--- config.mk ---
export PLATFORM = sky130hd
export DESIGN_NAME = disc_tag_bus_seek_status_port
export DESIGN_NICKNAME = d
export VERILOG_FILES = /design/src/disc_tag_pkg.sv /design/src/pin_filter.sv /design/src/seek_timer.sv /design/src/disc_tag_bus_seek_status_port.sv
export SDC_FILE = /design/constraint.sdc
export NUM_CORES = 1
export LEC_CHECK = 0
export BUFFER_PORTS_ARGS = -buffer_cell sky130_fd_sc_hd__buf_4
export CORE_MARGIN = 5
export CORE_UTILIZATION = 24
export DETAILED_ROUTE_END_ITERATION = 10
export PLACE_DENSITY_LB_ADDON = 0.3
export SYNTH_ARGS = -nofsm -noshare
export SYNTH_HDL_FRONTEND = slang
export SYNTH_SLANG_ARGS = --single-unit
--- constraint.sdc ---
create_clock -name mclk_i -period 4 [get_ports mclk_i]
set_input_delay 0.8 -clock mclk_i [delete_from_list [all_inputs] [get_ports mclk_i]]
set_output_delay 0.8 -clock mclk_i [all_outputs]
set_load 0.03 [all_outputs]
--- src/disc_tag_pkg.sv ---
// Constants, types and state layouts for the drive-side tag decoder
// Behaviour
// (RULE1) Tags are decoded only while the drive is selected.
// (RULE2) A cylinder-select tag starts a seek to the loaded cylinder.
// (RULE3) Without extension, bus-out bits 0 to 9 load cylinder address weights 2^0..2^9.
// (RULE4) Low-tag extension also loads cylinder bit 10 from the current-sector tag line.
// (RULE5) A seek beyond the maximum legal cylinder raises seek error; unextended limit 1023.
// (RULE6) The status word is driven on bus-in while cylinder-select is active.
// (RULE7) With head-tag extension the controller sends the high-cylinder tag first.
// (RULE8) Ready means speed reached, first seek succeeded and no fault.
// (RULE9) On-cylinder is high on track and drops when the positioner drifts off.
// (RULE10) Seek error is raised when a seek takes too long.
// (RULE11) Seek error is also raised when the positioner leaves the recording area.
// (RULE12) A return-to-track-zero command clears a pending seek error.
// (RULE13) Fault is high while any of the seven fault conditions holds.
// (RULE14) Maintenance tag: bus-out 1:0 pick the reply; bit 7 flags valid or busy.
// (RULE15) Current-sector tag returns the sector count; sector and type tags off with low-tag extension.
package disc_tag_pkg;

  // ------------------------------------------------------------
  // Widths and bit positions
  // ------------------------------------------------------------
  localparam int BUS_OUT_W = 11;
  localparam int BUS_IN_W = 8;
  localparam int CYL_W = 12;
  localparam int LOW_CYL_W = 10;
  localparam int FAULT_W = 7;
  localparam int PIN_W = 7 + BUS_OUT_W;
  localparam int CYL_BIT10 = 10;
  localparam int CYL_BIT11 = 11;
  localparam int HI_CYL_BIT10_LINE = 7;
  localparam int HI_CYL_BIT11_LINE = 8;
  localparam int RTZ_LINE = 6;
  localparam int ST_READY = 0;
  localparam int ST_ON_TRACK = 1;
  localparam int ST_SEEK_ERR = 2;
  localparam int ST_FAULT = 3;
  localparam int MAINT_FLAG = 7;

  // ------------------------------------------------------------
  // Cylinder limits and maintenance request codes
  // ------------------------------------------------------------
  localparam logic [CYL_W-1:0] MAX_CYL_LARGE = 12'h0_662;
  localparam logic [CYL_W-1:0] MAX_CYL_SMALL = 12'h0_564;
  localparam logic [CYL_W-1:0] MAX_CYL_UNEXT = 12'h0_3FF;
  localparam logic [1:0] REQ_FAULT = 2'h0;
  localparam logic [1:0] REQ_OPER = 2'h1;
  localparam logic [1:0] REQ_UNIT = 2'h2;
  localparam logic [1:0] REQ_DIAG = 2'h3;

  // ------------------------------------------------------------
  // Timing: seek time limit in microseconds, clock in MHz
  // ------------------------------------------------------------
  localparam int unsigned CLK_MHZ = 25;
  localparam int unsigned SEEK_LIMIT_US = 100_000;
  localparam int unsigned SEEK_LIMIT_CYC = SEEK_LIMIT_US * CLK_MHZ;

  // ------------------------------------------------------------
  // State types
  // ------------------------------------------------------------
  typedef enum logic {SEEK_IDLE, SEEK_BUSY} seek_state_type;

  typedef struct packed {
    seek_state_type st;
    logic [CYL_W-1:0] cyl;
    logic [1:0] hi_cyl;
    logic tag1_d;
    logic rtz_d;
    logic tag5_d;
    logic seek_err;
    logic first_ok;
    logic seek_start;
    logic return_to_track_zero_cmd;
    logic diag;
    logic ready;
    logic on_cyl;
    logic [BUS_IN_W-1:0] bus_in;
  } drive_state_type;

endpackage

--- src/pin_filter.sv ---
// Three-flop pin synchroniser that accepts a change once stages two and three agree
`timescale 1ns/100ps
module pin_filter #(
  parameter int W = 1
) (
  // Clock and reset
  input wire logic mclk_i,
  input wire logic reset_i,
  // Pins and filtered levels
  input wire logic [W-1:0] pin_i,
  output logic [W-1:0] level_o
);

  typedef struct packed {
    logic [W-1:0] s1;
    logic [W-1:0] s2;
    logic [W-1:0] s3;
    logic [W-1:0] lvl;
  } filt_type;

  filt_type q_ff;
  filt_type nxt_q;

  // Stage one feeds only stage two; the agreement test looks at two and three
  always_comb begin
    nxt_q = q_ff;
    nxt_q.s1 = pin_i;
    nxt_q.s2 = q_ff.s1;
    nxt_q.s3 = q_ff.s2;
    for (int i = 0; i < W; i++) begin
      if (q_ff.s2[i] == q_ff.s3[i]) begin
        nxt_q.lvl[i] = q_ff.s3[i];
      end
    end
  end

  always_ff @(posedge mclk_i or posedge reset_i) begin
    if (reset_i) begin
      q_ff <= '0;
    end else begin
      q_ff <= nxt_q;
    end
  end

  assign level_o = q_ff.lvl;

endmodule

--- src/seek_timer.sv ---
// Watchdog that flags a seek which runs longer than its allowed time
`timescale 1ns/100ps
module seek_timer #(
  parameter int unsigned LIMIT = 4,
  parameter int W = $clog2(LIMIT + 1)
) (
  // Clock and reset
  input wire logic mclk_i,
  input wire logic reset_i,
  // Run and timeout
  input wire logic run_i,
  output logic expired_o
);

  typedef struct packed {
    logic [W-1:0] cnt;
    logic expired;
  } timer_type;

  localparam logic [W-1:0] LAST = W'(LIMIT - 1);

  timer_type q_ff;
  timer_type nxt_q;

  // Count only while a seek runs; restart from zero for every seek
  always_comb begin
    nxt_q = q_ff;
    if (!run_i) begin
      nxt_q = '0;
    end else if (q_ff.cnt == LAST) begin
      nxt_q.expired = 1'b1;
    end else begin
      nxt_q.cnt = q_ff.cnt + W'(1);
    end
  end

  always_ff @(posedge mclk_i or posedge reset_i) begin
    if (reset_i) begin
      q_ff <= '0;
    end else begin
      q_ff <= nxt_q;
    end
  end

  assign expired_o = q_ff.expired;

endmodule

--- src/disc_tag_bus_seek_status_port.sv ---
// Drive-side tag decoder: cylinder select, seek start, status and maintenance replies
`timescale 1ns/100ps
module disc_tag_bus_seek_status_port
  import disc_tag_pkg::*;
#(
  parameter bit LOW_TAG_EXT = 1'b0,
  parameter bit HEAD_TAG_EXT = 1'b0,
  parameter logic [CYL_W-1:0] MAX_CYL = MAX_CYL_LARGE,
  parameter int unsigned SEEK_LIMIT_CYCLES = SEEK_LIMIT_CYC
) (
  // Clock and reset
  input wire logic mclk_i,
  input wire logic reset_i,
  // Cable pins from the controller
  input wire logic select_i,
  input wire logic tag1_i,
  input wire logic tag2_i,
  input wire logic tag3_i,
  input wire logic tag4_i,
  input wire logic tag5_i,
  input wire logic tag6_i,
  input wire logic [BUS_OUT_W-1:0] bus_out_i,
  // Drive conditions from servo and motor logic
  input wire logic speed_ok_i,
  input wire logic on_track_i,
  input wire logic off_recording_i,
  input wire logic seek_done_i,
  input wire logic [FAULT_W-1:0] fault_bits_i,
  // Maintenance and sector data
  input wire logic [FAULT_W-1:0] oper_status_i,
  input wire logic [FAULT_W-1:0] unit_code_i,
  input wire logic diag_busy_i,
  input wire logic [BUS_IN_W-1:0] sector_count_i,
  input wire logic [BUS_IN_W-1:0] device_type_i,
  // Cable bus-in lines
  output logic [BUS_IN_W-1:0] bus_in_o,
  // Positioner commands
  output logic seek_start_o,
  output logic [CYL_W-1:0] seek_cyl_o,
  output logic return_to_track_zero_cmd_o,
  output logic diag_start_o
);

  // ------------------------------------------------------------
  // Pin synchronisers
  // ------------------------------------------------------------
  logic [PIN_W-1:0] pins;
  logic [PIN_W-1:0] pins_f;
  logic sel;
  logic tag1;
  logic tag2;
  logic tag3;
  logic tag4;
  logic tag5;
  logic tag6;
  logic [BUS_OUT_W-1:0] bus;

  assign pins = {select_i, tag1_i, tag2_i, tag3_i, tag4_i, tag5_i, tag6_i, bus_out_i};

  pin_filter #(.W(PIN_W)) u_pins (
    .mclk_i(mclk_i),
    .reset_i(reset_i),
    .pin_i(pins),
    .level_o(pins_f)
  );

  assign {sel, tag1, tag2, tag3, tag4, tag5, tag6, bus} = pins_f;

  // ------------------------------------------------------------
  // Seek watchdog
  // ------------------------------------------------------------
  drive_state_type q_ff;
  drive_state_type nxt_q;
  logic timeout;

  seek_timer #(.LIMIT(SEEK_LIMIT_CYCLES)) u_timer (
    .mclk_i(mclk_i),
    .reset_i(reset_i),
    .run_i(q_ff.st == SEEK_BUSY),
    .expired_o(timeout)
  );

  // ------------------------------------------------------------
  // Decoded events
  // ------------------------------------------------------------
  logic tag1_rise;
  logic rtz_rise;
  logic tag5_rise;
  logic [CYL_W-1:0] addr;
  logic [CYL_W-1:0] limit;
  logic illegal;
  logic err_set;
  logic any_fault;
  logic [BUS_IN_W-1:0] status_word;
  logic [BUS_IN_W-1:0] maint_word;

  // Selection gates every tag; a deselected drive sees no edges at all
  assign tag1_rise = sel && tag1 && !q_ff.tag1_d; // [RULE1]
  assign rtz_rise = sel && tag3 && bus[RTZ_LINE] && !q_ff.rtz_d;
  assign tag5_rise = sel && tag5 && !q_ff.tag5_d;
  assign any_fault = |fault_bits_i; // [RULE13]

  // Cylinder address: low ten lines, then bit 10/11 from whichever extension is built
  always_comb begin
    addr = '0;
    addr[LOW_CYL_W-1:0] = bus[LOW_CYL_W-1:0]; // [RULE3]
    if (LOW_TAG_EXT) begin
      addr[CYL_BIT10] = tag4; // [RULE4]
    end else if (HEAD_TAG_EXT) begin
      addr[CYL_BIT10] = q_ff.hi_cyl[0]; // [RULE7]
      addr[CYL_BIT11] = q_ff.hi_cyl[1];
    end
  end

  // An unextended drive can only name cylinders up to its fixed limit
  assign limit = (LOW_TAG_EXT || HEAD_TAG_EXT) ? MAX_CYL : MAX_CYL_UNEXT;
  assign illegal = addr > limit;

  // Seek error sources; a set in the clearing cycle wins over the clear
  assign err_set = (tag1_rise && q_ff.st == SEEK_IDLE && illegal) // [RULE5]
                 || (q_ff.st == SEEK_BUSY && timeout) // [RULE10]
                 || off_recording_i; // [RULE11]

  // Status word: ready, on cylinder, seek error, fault
  always_comb begin
    status_word = '0;
    status_word[ST_READY] = q_ff.ready;
    status_word[ST_ON_TRACK] = q_ff.on_cyl;
    status_word[ST_SEEK_ERR] = q_ff.seek_err;
    status_word[ST_FAULT] = any_fault; // [RULE13]
  end

  // Maintenance reply picked by bus-out 1:0; bit 7 is valid, or busy for the test
  always_comb begin
    maint_word = '0;
    unique case (bus[1:0])
      REQ_FAULT: begin
        maint_word[FAULT_W-1:0] = fault_bits_i;
        maint_word[MAINT_FLAG] = 1'b1;
      end
      REQ_OPER: begin
        maint_word[FAULT_W-1:0] = oper_status_i;
        maint_word[MAINT_FLAG] = 1'b1;
      end
      REQ_UNIT: begin
        maint_word[FAULT_W-1:0] = unit_code_i;
        maint_word[MAINT_FLAG] = 1'b1;
      end
      REQ_DIAG: begin
        maint_word[MAINT_FLAG] = diag_busy_i; // [RULE14]
      end
    endcase
  end

  // ------------------------------------------------------------
  // Next-state logic
  // ------------------------------------------------------------
  always_comb begin
    nxt_q = q_ff;
    nxt_q.seek_start = 1'b0;
    nxt_q.return_to_track_zero_cmd = 1'b0;
    nxt_q.diag = 1'b0;
    nxt_q.tag1_d = sel && tag1;
    nxt_q.rtz_d = sel && tag3 && bus[RTZ_LINE];
    nxt_q.tag5_d = sel && tag5;
    // High cylinder bits are held until the next head tag
    if (HEAD_TAG_EXT && sel && tag2) begin
      nxt_q.hi_cyl = {bus[HI_CYL_BIT11_LINE], bus[HI_CYL_BIT10_LINE]}; // [RULE7]
    end
    unique case (q_ff.st)
      SEEK_IDLE: begin
        // A new cylinder tag while moving is ignored; the positioner finishes first
        if (tag1_rise && !illegal) begin
          nxt_q.cyl = addr;
          nxt_q.seek_start = 1'b1; // [RULE2]
          nxt_q.st = SEEK_BUSY;
        end else if (rtz_rise) begin
          nxt_q.cyl = '0;
          nxt_q.return_to_track_zero_cmd = 1'b1;
          nxt_q.st = SEEK_BUSY;
        end
      end
      SEEK_BUSY: begin
        if (timeout) begin
          nxt_q.st = SEEK_IDLE;
        end else if (seek_done_i) begin
          nxt_q.st = SEEK_IDLE;
          if (!q_ff.seek_err) begin
            nxt_q.first_ok = 1'b1;
          end
        end
      end
    endcase
    // Seek error: any source sets it, return to track zero clears it, and a set wins
    nxt_q.seek_err = err_set || (q_ff.seek_err && !rtz_rise); // [RULE12]
    // Diagnostic start is a one-clock pulse on the maintenance tag's rising edge
    if (tag5_rise && bus[1:0] == REQ_DIAG) begin
      nxt_q.diag = 1'b1; // [RULE14]
    end
    // Ready and on cylinder lag their inputs by one clock so the cable sees clean levels
    nxt_q.ready = speed_ok_i && q_ff.first_ok && !any_fault; // [RULE8]
    nxt_q.on_cyl = on_track_i && (q_ff.st == SEEK_IDLE); // [RULE9]
    // Bus-in source by tag; deselected drives leave the lines low
    if (!sel) begin
      nxt_q.bus_in = '0;
    end else if (tag5) begin
      nxt_q.bus_in = maint_word; // [RULE14]
    end else if (tag4 && !LOW_TAG_EXT) begin
      nxt_q.bus_in = sector_count_i; // [RULE15]
    end else if (tag6 && !LOW_TAG_EXT) begin
      nxt_q.bus_in = device_type_i; // [RULE15]
    end else begin
      nxt_q.bus_in = status_word; // [RULE6]
    end
  end

  always_ff @(posedge mclk_i or posedge reset_i) begin
    if (reset_i) begin
      q_ff <= '0;
    end else begin
      q_ff <= nxt_q;
    end
  end

  // ------------------------------------------------------------
  // Outputs
  // ------------------------------------------------------------
  // Every output is a state register bit, so no cable line can glitch
  assign bus_in_o = q_ff.bus_in;
  assign seek_start_o = q_ff.seek_start;
  assign seek_cyl_o = q_ff.cyl;
  assign return_to_track_zero_cmd_o = q_ff.return_to_track_zero_cmd;
  assign diag_start_o = q_ff.diag;
endmodule

==> impl_metrics.py <==
metrics = {
    "synth": {
        "synth.ff_latch_count": 116,
        "synth_xor_area_share_pct": 0.777,
        "synthesis.area_sq_mm": 0.00451,
        "ys_warn_count": 0,
        "netlist-cell-type-count": 47,
        "ys_seq_area_share_pct": 64.4,
        "synth_top_family_by_area": "simple AND/OR/NAND/NOR gates",
        "yosys.area_share.simple_pct": 11.8,
        "synth_fa_ha_area_share_pct": 3.83,
        "synth_compound_area_share_pct": 10.2,
        "synthArstFlopShare_pct": 100,
        "avgSynthCellArea_sq_um": 12.6,
        "syn_inst": 359,
        "synth_edf_count": 0,
        "ys_dominant_reg_cell": "dfrtp_1",
        "muxShareOfSynthArea_pct": 3.11,
    },
    "timing": {
        "slew_headroom_pct": 41.8,
        "setup_violations": 0,
        "finalMaxSlewViolations": 0,
        "period_needed_ns": 2.26,
        "max_freq_mhz": 442,
        "hold_violations": 0,
        "hold_slack_ns": 0.344,
        "tightest_slew_ns": 0.870,
        "finClkSkew_ns": 0.00922,
        "final.period_utilization_pct": 56.5,
        "rsz0062_at_grt": "no",
        "setup_tns_ns": 0,
    },
    "power_and_ir_drop": {
        "power.internal_mw": 2.33,
        "p_sw_share_pct": 27.2,
        "p_per_area_mw_per_mm2": 555,
        "ir_worst_vdd_mv": 0.280,
        "seq_power_share_pct": 43.3,
        "power.switching_mw": 0.870,
        "clockPowerShare_pct": 43.1,
        "p_leak_nw": 2.55,
        "comb_power_share_pct": 13.6,
    },
    "layout": {
        "final_common_cell": "dfrtp_1",
        "antennaDiodeCount": 0,
        "post-route-util_pct": 31.1,
        "nets": 489,
        "register_area_sq_mm": 0.00290,
        "mostFrequentLayoutCells": "dfrtp_1 (116), buf_4 (80), a21oi_1 (21), nor2_1 (18)",
        "layout-drive-gt1-share_pct": 27.8,
        "fillCellCount": 1841,
        "multi_input_area_sq_mm": 0.00135,
        "area_growth_pct": 28.2,
    },
    "detailed_routing": {
        "wirelength_mm": 9.63,
        "antenna_left": 0,
        "vias": 2935,
        "wl_per_cell_um": 14.3,
        "drc_errors": 0,
        "first_iter_violations": 136,
        "first_pass_iters": 4,
        "vias_per_cell": 4.36,
    },
    "clocking": {
        "ctsHtreeMaxLevel": 4,
        "clockBufferDepth": 2,
        "cts.clk_slew.worst_paths_ns": 0.06,
        "cts_tree": "yes",
        "cts_buffers": 17,
        "post_cts_buffers": 0,
        "ctsHoldBuffers": 0,
        "numClockSinks": 116,
        "post_cts_resized": 0,
        "clockRootBuffer": "clkbuf_16",
        "clk_latency_ns": 0.40,
    },
    "floorplanning": {
        "rows": 50,
        "io_pins": 85,
        "start_util_pct": 24.3,
        "coreArea_sq_mm": 0.0186,
        "die_h_um": 147,
        "dieArea_sq_mm": 0.0216,
        "die_w_um": 147,
    },
    "place": {
        "dp_hpwl_mm": 6.63,
        "port_buffers": 80,
        "place_congestion": 0.822,
    },
    "critical_path": {
        "critPathLaunchType": "flop",
        "slowest_stage": "nor3_2",
        "required_ns": 4.29,
        "criticalPathCategory": "reg2reg",
        "worstPathMaxFanout": 20,
        "crit_chain": "nor3_2 -> nor2_1 -> a22o_1",
        "cp_slowest_stage_delay_ns": 0.81,
        "critPathArrivalTime_ns": 2.55,
        "cp-end-kind": "flop",
    },
    "job": {
        "drv_cap": 0,
    },
    "grt": {
        "grt_pass1_vias": 3131,
        "grt_usage_pct": 9.36,
        "antenna_found_initial": 0,
        "grt_max_degree": 62,
        "grt_first_pass_wirelength_mm": 16.0,
        "grt_overflow": 0,
    },
    "min_path": {
        "hold_class": "reg2reg",
    },
    "run_status": {
        "outcome": "completed",
    },
}
[power by group through the flow]
stage | sequential, mW | combinational, mW | clock, mW
final | 1.39 | 0.436 | 1.38
after global routing | 1.41 | 0.475 | 1.49
after CTS | 1.39 | 0.446 | 1.43
after detailed placement | 1.41 | 0.446 | 0
after global placement | 1.41 | 0.438 | 0
after floorplan | 1.36 | 0.368 | 0
[worst max-delay path, delay by kind of cell, from the launching register on]
family | cells | cell delay (ns)
simple gates | 2 | 1.23
compound gates | 1 | 0.29
flops | 1 | 0.62
[flip-flops by register name (all words and copies together) (netlist names)]
register and count:
u_pins.level_o 16, u_pins.q_ff 16, q_ff 8, return_to_track_zero_cmd_o 1, diag_start_o 1, seek_start_o 1
bus_in_o 8, u_timer.q_ff 22, u_pins.nxt_q 32, u_timer.expired_o 1, seek_cyl_o 10
[cells by family (layout without fill, tap and decap cells)]
family / count (synthesis) / after routing
simple gates: 94 / 94
mux: 14 / 14
flops: 116 / 116
xor+xnor: 4 / 4
other cells: 1 / 2
buf+inv: 46 / 125
fa+ha+maj: 17 / 17
compound gates: 67 / 67
[final timing paths]
check / slack, ns / startpoint / depth (start not counted) / end
max in group asynchronous: 2.70 / reset_i / 3 / u_pins.nxt_q[31]
min in group asynchronous: 0.54 / reset_i / 2 / seek_start_o
worst min-delay path: 0.34 / u_pins.nxt_q[47] / 0 / u_pins.nxt_q[29]
worst min register to register: 0.34 / u_pins.nxt_q[47] / 0 / u_pins.nxt_q[29]
worst max register to register: 1.74 / q_ff[32] / 3 / seek_cyl_o[4]
worst max-delay path: 1.74 / q_ff[32] / 3 / seek_cyl_o[4]
[cell type report]
| type | instances | area share (%) |
|---|---|---|
| clock inverter | 10 | 1.28 |
| clock buffer | 22 | 8.38 |
| multi-input combinational | 198 | 23.4 |
| sequential | 116 | 50.3 |
| timing repair buffer | 81 | 10.7 |
| inverter | 12 | 0.823 |
| tap | 234 | 5.07 |
[metal layers]
metal / routed length (um) / part of all wire (%) / GRT usage [%]
met1: 4300 / 45 / 11.1
met2: 4530 / 47 / 14.6
met3: 641 / 6.7 / 4.26
met4: 153 / 1.6 / 4.24
met5: 0 / 0 / 0
[cells in the mapped netlist (3+ instances only)]
master / number / area share [%]
nand3_1: 10 / 1.1
mux2i_1: 14 / 3.1
buf_4: 20 / 3.3
clkbuf_1: 8 / 0.67
and2_1: 3 / 0.42
nor2_1: 18 / 1.5
nand4_1: 4 / 0.56
a21oi_1: 21 / 2.3
or3_1: 5 / 0.69
a211oi_1: 10 / 1.7
a22o_1: 10 / 1.9
dfrtp_1: 116 / 64
or4_1: 6 / 1.0
nand2_1: 17 / 1.4
buf_2: 3 / 0.33
nand2b_1: 4 / 0.56
o31ai_1: 8 / 1.3
inv_1: 11 / 0.92
maj3_1: 16 / 3.6
and3_1: 3 / 0.42
a221oi_1: 5 / 0.97
o21ai_0: 6 / 0.67
xor2_1: 3 / 0.58
nor2b_1: 3 / 0.42
nor3_1: 8 / 0.89
[metrics by stage]
stage / setup slack [ns] / instance area (sq um) / instances / total power, mW
finish: 1.74 / 5780 / 673 / 3.20
global route: 1.50 / 5780 / 673 / 3.37
CTS: 1.64 / 5780 / 673 / 3.26
detailed placement: 1.66 / 5220 / 641 / 1.85
global placement: 1.74 / 5220 / 641 / 1.84
floorplan: 0.128 / 4510 / 360 / 1.72
No activity file was read; power rests on OpenSTA's default activity.
